$ cat src/pkg/swg_pkg.sv
// Constants, types and carriers shared by the global identity and control register block
package swg_pkg;

   // ****************************************
   // Register offsets
   // ****************************************
   localparam logic [7:0] ADDR_FAMILY     = 8'h00;
   localparam logic [7:0] ADDR_CHIP_START = 8'h01;
   localparam logic [7:0] ADDR_GCTRL0     = 8'h02;

   // ****************************************
   // Field positions
   // ****************************************
   localparam int CHIP_LSB      = 4;
   localparam int REV_LSB       = 1;
   localparam int START_BIT     = 0;
   localparam int RSVD_BIT      = 7;
   localparam int PRIO_LSB      = 4;
   localparam int PHY_EN_BIT    = 3;
   localparam int BUF_SHARE_BIT = 2;

   // ****************************************
   // Reset values
   // ****************************************
   localparam logic [2:0] PRIO_RST      = 3'h4;
   localparam logic       BUF_SHARE_RST = 1'b1;
   localparam logic       RSVD_RST      = 1'b0;
   localparam logic       START_RST     = 1'b0;
   localparam logic       PHY_EN_RST    = 1'b1;
   localparam logic [7:0] ZERO_BYTE     = 8'h00;

   // ****************************************
   // Configuration pin modes and sharing
   // ****************************************
   localparam logic [1:0] CFG_EEPROM = 2'h0;
   localparam logic [1:0] CFG_RSVD   = 2'h1;
   localparam logic [1:0] CFG_SPI    = 2'h2;
   localparam logic [1:0] CFG_TEST   = 2'h3;
   localparam int         SHARE_DIV  = 5;
   localparam int         SYNC_STAGES = 2;

   // EEPROM byte positions inside the load stream
   localparam logic [7:0] EE_IDX_FAMILY = 8'h00;
   localparam logic [7:0] EE_IDX_CHIP   = 8'h01;
   localparam logic [7:0] EE_IDX_GCTRL0 = 8'h02;

   typedef enum logic [2:0] {
      ST_SETTLE,
      ST_DECIDE,
      ST_EE_WAIT,
      ST_AUTO,
      ST_HOST,
      ST_TEST
   } swg_boot_t;

   typedef struct packed {
      logic       rd;
      logic       wr;
      logic [7:0] addr;
      logic [7:0] wdata;
   } swg_reg_req_t;

   typedef struct packed {
      logic       valid;
      logic       last;
      logic [7:0] idx;
      logic [7:0] data;
   } swg_ee_beat_t;

endpackage : swg_pkg

$ cat src/rtl/swg_global_regs.sv
// Global identification, start control and first global control register of the switch
`timescale 1ns/1ps

// Contract
// - Family ident byte at offset zero, read-only
// - Chip ident nibble and revision, read-only
// - Serial/reserved modes run only after start
// - EEPROM mode starts itself after load attempt
// - EEPROM applied only when both codes match
// - Start bit reads zero after reset
// - Tag priority >= base gives high class
// - MII enable zero tristates MII outputs
// - Share bit off limits ports to fifth
module swg_global_regs #(
   parameter logic [7:0] FAMILY_CODE = 8'h5A,  // Arbitrary identity value
   parameter logic [3:0] CHIP_CODE   = 4'hA,   // Arbitrary identity value
   parameter logic [2:0] REV_CODE    = 3'h3,   // Arbitrary identity value
   parameter int         POOL_W      = 16,
   parameter int         POOL_SIZE   = 512
) (
   input  wire logic                 clk_sys,
   input  wire logic                 rst_n,
   input  wire logic                 cfgSelectHigh,
   input  wire logic                 cfgSelectLow,
   input  wire logic                 phyMiiEnableStrap,
   input  wire swg_pkg::swg_reg_req_t regReq,
   output logic      [7:0]           regRdData,
   output logic                      regRdValid,
   output logic                      eepromLoadReq,
   input  wire logic                 eepromAbsent,
   input  wire swg_pkg::swg_ee_beat_t eeBeat,
   input  wire logic                 tagValid,
   input  wire logic [2:0]           tagUserPrio,
   output logic                      prioValid,
   output logic                      prioHigh,
   output logic                      phyMiiOutEn_n,
   output logic                      bufShareAll,
   output logic      [POOL_W-1:0]    portBufLimit,
   output logic                      switchRun,
   output logic                      cfgTestMode
);

   localparam logic [POOL_W-1:0] LIMIT_FULL  = POOL_W'(POOL_SIZE);
   localparam logic [POOL_W-1:0] LIMIT_FIFTH = POOL_W'(POOL_SIZE / swg_pkg::SHARE_DIV);

   // ****************************************
   // Pin synchronisation
   // ****************************************
   logic [2:0] pinSync;
   logic [1:0] cfgMode;
   logic       strapSync;

   swg_sync #(.WIDTH(3)) u_sync (
      .clk_sys (clk_sys),
      .rst_n   (rst_n),
      .pinIn   ({cfgSelectHigh, cfgSelectLow, phyMiiEnableStrap}),
      .pinSync (pinSync)
   );

   assign cfgMode   = pinSync[2:1];
   assign strapSync = pinSync[0];

   // ****************************************
   // Register state
   // ****************************************
   logic       startBit;
   logic       rsvdBit;
   logic [2:0] basePrio;
   logic       phyMiiEn;
   logic       bufShare;
   logic       famOk;
   logic       chipOk;
   logic       hostWrGctrl;
   logic       eeWrGctrl;

   swg_pkg::swg_boot_t state;
   logic [1:0]         settleCnt;

   assign hostWrGctrl = regReq.wr && (regReq.addr == swg_pkg::ADDR_GCTRL0);
   assign eeWrGctrl   = (state == swg_pkg::ST_EE_WAIT) && eeBeat.valid
                        && (eeBeat.idx == swg_pkg::EE_IDX_GCTRL0) && famOk && chipOk;

   // ****************************************
   // Boot sequencing
   // ****************************************
   // Pins are judged only once the synchroniser has filled, never at the reset edge
   always_ff @(posedge clk_sys) begin
      if (!rst_n) begin
         state         <= swg_pkg::ST_SETTLE;
         settleCnt     <= 2'h0;
         eepromLoadReq <= 1'b0;
      end else begin
         eepromLoadReq <= 1'b0;
         case (state)
            swg_pkg::ST_SETTLE: begin
               settleCnt <= settleCnt + 2'h1;
               if (settleCnt == 2'(swg_pkg::SYNC_STAGES)) begin
                  state <= swg_pkg::ST_DECIDE;
               end
            end
            swg_pkg::ST_DECIDE: begin
               case (cfgMode)
                  swg_pkg::CFG_EEPROM: begin
                     state         <= swg_pkg::ST_EE_WAIT;
                     eepromLoadReq <= 1'b1;
                  end
                  swg_pkg::CFG_RSVD,
                  swg_pkg::CFG_SPI: state <= swg_pkg::ST_HOST;
                  default: state <= swg_pkg::ST_TEST;
               endcase
            end
            swg_pkg::ST_EE_WAIT: begin
               if (eepromAbsent || (eeBeat.valid && eeBeat.last)) begin
                  state <= swg_pkg::ST_AUTO;
               end
            end
            swg_pkg::ST_AUTO: state <= swg_pkg::ST_AUTO;
            swg_pkg::ST_HOST: state <= swg_pkg::ST_HOST;
            swg_pkg::ST_TEST: state <= swg_pkg::ST_TEST;
            default: state <= swg_pkg::ST_SETTLE;
         endcase
      end
   end

   // ****************************************
   // EEPROM identity check
   // ****************************************
   always_ff @(posedge clk_sys) begin
      if (!rst_n) begin
         famOk  <= 1'b0;
         chipOk <= 1'b0;
      end else if (state == swg_pkg::ST_EE_WAIT && eeBeat.valid) begin
         if (eeBeat.idx == swg_pkg::EE_IDX_FAMILY) begin
            famOk <= (eeBeat.data == FAMILY_CODE);
         end
         if (eeBeat.idx == swg_pkg::EE_IDX_CHIP) begin
            chipOk <= (eeBeat.data[7:swg_pkg::CHIP_LSB] == CHIP_CODE);
         end
      end
   end

   // ****************************************
   // Start bit
   // ****************************************
   always_ff @(posedge clk_sys) begin
      if (!rst_n) begin
         startBit <= swg_pkg::START_RST;
      end else if (regReq.wr && regReq.addr == swg_pkg::ADDR_CHIP_START) begin
         startBit <= regReq.wdata[swg_pkg::START_BIT];
      end
   end

   // ****************************************
   // Global control 0
   // ****************************************
   // A host write in the same cycle as an EEPROM byte wins, host intent is newer
   always_ff @(posedge clk_sys) begin
      if (!rst_n) begin
         rsvdBit  <= swg_pkg::RSVD_RST;
         basePrio <= swg_pkg::PRIO_RST;
         phyMiiEn <= swg_pkg::PHY_EN_RST;
         bufShare <= swg_pkg::BUF_SHARE_RST;
      end else if (hostWrGctrl) begin
         rsvdBit  <= regReq.wdata[swg_pkg::RSVD_BIT];
         basePrio <= regReq.wdata[swg_pkg::PRIO_LSB +: 3];
         phyMiiEn <= regReq.wdata[swg_pkg::PHY_EN_BIT];
         bufShare <= regReq.wdata[swg_pkg::BUF_SHARE_BIT];
      end else if (eeWrGctrl) begin
         rsvdBit  <= eeBeat.data[swg_pkg::RSVD_BIT];
         basePrio <= eeBeat.data[swg_pkg::PRIO_LSB +: 3];
         phyMiiEn <= eeBeat.data[swg_pkg::PHY_EN_BIT];
         bufShare <= eeBeat.data[swg_pkg::BUF_SHARE_BIT];
      end else if (state == swg_pkg::ST_DECIDE) begin
         phyMiiEn <= strapSync;
      end
   end

   // ****************************************
   // Register read port
   // ****************************************
   always_ff @(posedge clk_sys) begin
      if (!rst_n) begin
         regRdData  <= swg_pkg::ZERO_BYTE;
         regRdValid <= 1'b0;
      end else begin
         regRdValid <= regReq.rd;
         case (regReq.addr)
            swg_pkg::ADDR_FAMILY: regRdData <= FAMILY_CODE;
            swg_pkg::ADDR_CHIP_START: regRdData <= {CHIP_CODE, REV_CODE, startBit};
            swg_pkg::ADDR_GCTRL0: regRdData <= {rsvdBit, basePrio, phyMiiEn, bufShare, {swg_pkg::BUF_SHARE_BIT{1'b0}}};
            default: regRdData <= swg_pkg::ZERO_BYTE;
         endcase
      end
   end

   // ****************************************
   // Switch-facing controls
   // ****************************************
   always_ff @(posedge clk_sys) begin
      if (!rst_n) begin
         switchRun   <= 1'b0;
         cfgTestMode <= 1'b0;
      end else begin
         switchRun   <= (state == swg_pkg::ST_AUTO) || ((state == swg_pkg::ST_HOST) && startBit);
         cfgTestMode <= (state == swg_pkg::ST_TEST);
      end
   end

   always_ff @(posedge clk_sys) begin
      if (!rst_n) begin
         prioValid <= 1'b0;
         prioHigh  <= 1'b0;
      end else begin
         prioValid <= tagValid;
         prioHigh  <= tagValid && (tagUserPrio >= basePrio);
      end
   end

   always_ff @(posedge clk_sys) begin
      if (!rst_n) begin
         phyMiiOutEn_n <= 1'b1;
         bufShareAll   <= swg_pkg::BUF_SHARE_RST;
         portBufLimit  <= LIMIT_FULL;
      end else begin
         phyMiiOutEn_n <= !phyMiiEn;
         bufShareAll   <= bufShare;
         portBufLimit  <= bufShare ? LIMIT_FULL : LIMIT_FIFTH;
      end
   end
endmodule : swg_global_regs

$ cat src/rtl/swg_sync.sv
// Two-flop synchroniser for a bundle of asynchronous pins
`timescale 1ns/1ps

module swg_sync #(
   parameter int WIDTH = 1
) (
   input  wire logic             clk_sys,
   input  wire logic             rst_n,
   input  wire logic [WIDTH-1:0] pinIn,
   output logic      [WIDTH-1:0] pinSync
);

   logic [WIDTH-1:0] stage1;

   // First stage feeds only the second stage
   for (genvar i = 0; i < WIDTH; i++) begin : g_bit
      always_ff @(posedge clk_sys) begin
         if (!rst_n) begin
            stage1[i]  <= 1'b0;
            pinSync[i] <= 1'b0;
         end else begin
            stage1[i]  <= pinIn[i];
            pinSync[i] <= stage1[i];
         end
      end
   end

endmodule : swg_sync

$ cat config.mk
export PLATFORM = sky130hd
export DESIGN_NAME = swg_global_regs
export DESIGN_NICKNAME = d
export VERILOG_FILES = /design/src/pkg/swg_pkg.sv /design/src/rtl/swg_global_regs.sv /design/src/rtl/swg_sync.sv
export SDC_FILE = /design/constraint.sdc
export NUM_CORES = 1
export LEC_CHECK = 0
export ABC_AREA = 1
export BUFFER_PORTS_ARGS = -buffer_cell sky130_fd_sc_hd__buf_2
export CAP_MARGIN = 10
export CORE_ASPECT_RATIO = 1.2
export CORE_MARGIN = 5
export CORE_UTILIZATION = 40
export DETAILED_ROUTE_END_ITERATION = 8
export PLACE_DENSITY = 0.74
export SLEW_MARGIN = 15
export SYNTH_ARGS = -nofsm -noshare
export SYNTH_HDL_FRONTEND = slang
export SYNTH_SLANG_ARGS = --single-unit
$ cat constraint.sdc
create_clock -name clk_sys -period 1 [get_ports clk_sys]
set_input_delay 0.1 -clock clk_sys [delete_from_list [all_inputs] [get_ports clk_sys]]
set_output_delay 0.1 -clock clk_sys [all_outputs]
set_load 0.05 [all_outputs]
==> summary.txt <==
Cells and area
  • Filler cell count: 405
  • Count of inserted antenna diode cells: 0
  • Fraction of layout instances using a drive strength above 1: 0.4265
  • Area delta synth->final: 45.16%
  • Layout Nets: 389

Clock network
  • CTS tree: done
  • Clock root cell: clkbuf_8
  • Maximum level of the CTS H-tree: 2
  • Clk sink count: 37
  • Clk slew on worst S/H paths: 0.07 ns
  • Later-pin clock latency in the skew report: 0.28 ns
  • Number of buffers inserted during clock tree synthesis: 5
  • Max clock buf depth: 2

Power and ir drop
  • Total power divided by cell area: 1728 nW/µm²
  • Leakage power: 1.392 nW
  • Peak supply drop: 0.9182 mV

STA
  • Final hold vios: 0
  • Period utilization: 1.116
  • Unrepaired setup endpoints after global routing: yes
  • Final critical-path required period: 1.116 ns
  • Hold slack final: 0.009774 ns
  • Smallest setup slack after layout: -0.1157 ns
  • Max Freq: 0.8963 GHz
  • Final-report setup violation count: 10
  • Slew Viols, Final: 0
  • Clk_skew: 0.002933 ns

GRT
  • Met2 demand-to-capacity share in global routing: 0.2375
  • Overall overflow remaining after global route: 0
  • Met3 routing resource usage after global routing: 0.03261
  • Number of antenna violations at the first check in global routing: 0
  • Largest net degree at the start of global routing: 13
  • Met1 usage: 0.1507
  • Busiest layer in global routing: met2
  • Global router's overall resource usage: 0.1356
  • First-pass GRT wire length: 6644 µm
  • Via count of the first global-routing pass: 1633

Placement
  • Sum of net half-perimeters after detailed placement: 3195 µm
  • Total of buffers placed on input and output ports: 65
  • Gpl congestion: 0.8034
  • Setup Slack @ Placement: -0.1741 ns

Critical path
  • Critical Path Start: state[0]
  • CP max FO: 4
  • Launch instance of the worst register-to-register path: state[0]
  • Category of the worst setup path capture point: flop
  • Delay contributed by the slowest stage of the critical path: 0.34 ns
  • Setup CP Type: reg2reg
  • Most frequent cell on the critical path: nand2_1
  • CP cell instances: inv_4 > nand3_4 > nor2_4 > nand3_2 > nand2_1 > inv_1 > nand2_1 > nand3_1
  • Crit path arrival time: 1.28 ns
  • Crit-path slowest cell: dfxtp_2
  • Critical Path Source Type: flop
  • Data required time at the worst endpoint: 1.17 ns
  • Worst reg2reg path depth: 8

Synthesis
  • Share of the synthesized area in the top cell type: 0.4125
  • Sequential cell area fraction in the yosys report: 0.4125
  • Number of distinct library cells after synthesis: 28
  • Syn Inst Count: 245
  • Total of warnings raised by yosys: 0
  • Largest cells by area after synthesis: dfxtp_1 41%, nand2_1 10%, inv_1 8.6%
  • Register bit total from synthesis: 37
  • Post-Synthesis Cell Area: 1795 µm²
  • Cell taking the most area after synthesis: dfxtp_1
  • Average size of a mapped cell: 7.328 µm²

Routing
  • Iteration-0 DRC Markers: 38
  • Final routed wire length divided by cell count: 10.45 µm
  • Antenna-violating nets left: 0
  • Final WL: 4137 µm
  • Mean number of vias per cell: 4.462
  • Total iterations of the first detailed-routing run: 4
  • DRC Markers: 0
  • Vias after detailed routing: 1767

Floorplan
  • Die Y: 83.39 µm
  • Die area: 5934 µm²
  • X dimension of the die: 71.16 µm
  • Placeable core area: 4294 µm²
  • Row Count: 26
  • Num ports: 78
  • Initial core utilization: 0.4181

Run status
  • Result of the run: complete, but fails checks
  • Violations in the final reports: setup timing

Worst hold path
  • Critical hold path startpoint: cfgSelectHigh
  • Tightest Hold Check Type: in2reg
  • Hold path cells: 3

Job
  • Maximum Capacitance Violations: 0
cell type report:
class / count / area (µm²) / area share
Clock buffer: 7 / 86.33 / 0.03313
Clock inverter: 1 / 30.03 / 0.01152
Inverter: 44 / 170.2 / 0.06529
Multi-Input combinational cell: 154 / 897.1 / 0.3442
Sequential cell: 37 / 753.2 / 0.2890
Tap cell: 56 / 70.07 / 0.02688
Timing Repair Buffer: 97 / 599.3 / 0.2300
synth_stat cells, drive strengths merged:
cell type,count
conb,1
a311oi,1
clkinv,1
o31ai,2
nand3,20
nor4,4
nand4,10
o21ai,11
nor3,3
dfxtp,37
a21oi,8
ha,4
nor2,27
or2,1
nand2,51
buf,20
a211oi,1
inv,43
cell families (layout without fill, tap and decap cells):
family | count (synthesis) | after routing | share of synthesized area
compound gates | 23 | 23 | 0.07038
buf+inv | 64 | 149 | 0.1721
fa+ha+maj | 4 | 4 | 0.02788
flops | 37 | 37 | 0.4125
simple gates | 116 | 116 | 0.3150
other cells | 1 | 11 | 0.002089
cell usage in the layout (no fill, tap or decap), drive strengths merged, types with 2 or more instances in the layout:
cell,synthesis,layout
buf,20,88
nand2,51,51
inv,43,43
dfxtp,37,37
nor2,27,27
nand3,20,20
clkbuf,0,13
conb,1,11
o21ai,11,11
nand4,10,10
a21oi,8,8
nor4,4,4
ha,4,4
nor3,3,3
dlygate4sd3,0,3
o31ai,2,2
per-layer routing:
| metal | up-vias | share of wire |
|---|---|---|
| met1 | 768 | 0.41 |
| met2 | 58 | 0.50 |
| met3 | 4 | 0.076 |
| met4 | 0 | 0.014 |
| li1 | 937 | - |
| met5 | - | 0 |
state kept, by name (all words and copies together), names as in the netlist, 2 cells and up:
name / cells
regRdData: 8
u_sync.stage1: 3
u_sync.pinSync: 3
state: 3
basePrio: 3
settleCnt: 2
portBufLimit: 2
critical path, delay by kind of cell, from the launching register on:
| family | cells | cell delay [ns] |
|---|---|---|
| simple gates | 6 | 0.55 |
| flops | 1 | 0.34 |
| buf+inv | 2 | 0.11 |
final timing paths:
| path | slack [ns] | to |
|---|---|---|
| max | -0.12 | basePrio[2] |
| min | 0.01 | u_sync.stage1[2] |
| max reg2reg | -0.12 | basePrio[2] |
| min reg2reg | 0.42 | u_sync.pinSync[2] |
repair_timing:
action | in CTS | in global routing
endpoints found under the hold margin | 3 | 0
setup buffers | 4 | 1
endpoints found under the setup margin | 12 | 22
pin swaps | 15 | 8
hold buffers | 3 | 0
resized for setup | 24 | 19
metrics by stage:
step	cells	power [mW]	TNS [ns]	util	area [µm²]
6_report	396	4.504	-0.6049	0.6069	2606
5_1_grt	396	4.730	-1.667	0.6069	2606
4_1_cts	396	4.433	-0.6678	0.5918	2541
3_5_place_dp	381	2.812	-1.546	0.5344	2295
3_3_place_gp	381	2.784	-1.258	0.5344	2295
2_1_floorplan	255	2.448	-0.1210	-	1856
where the power goes:
group / internal, mW / leakage, nW / switching, mW / total [mW]
Sequential: 1.62 / 0.306 / 0.0759 / 1.69
Combinational: 0.661 / 1.03 / 0.840 / 1.50
Clock: 0.813 / 0.0585 / 0.497 / 1.31
Total: 3.09 / 1.39 / 1.41 / 4.50
No activity file was read; power rests on OpenSTA's default activity.
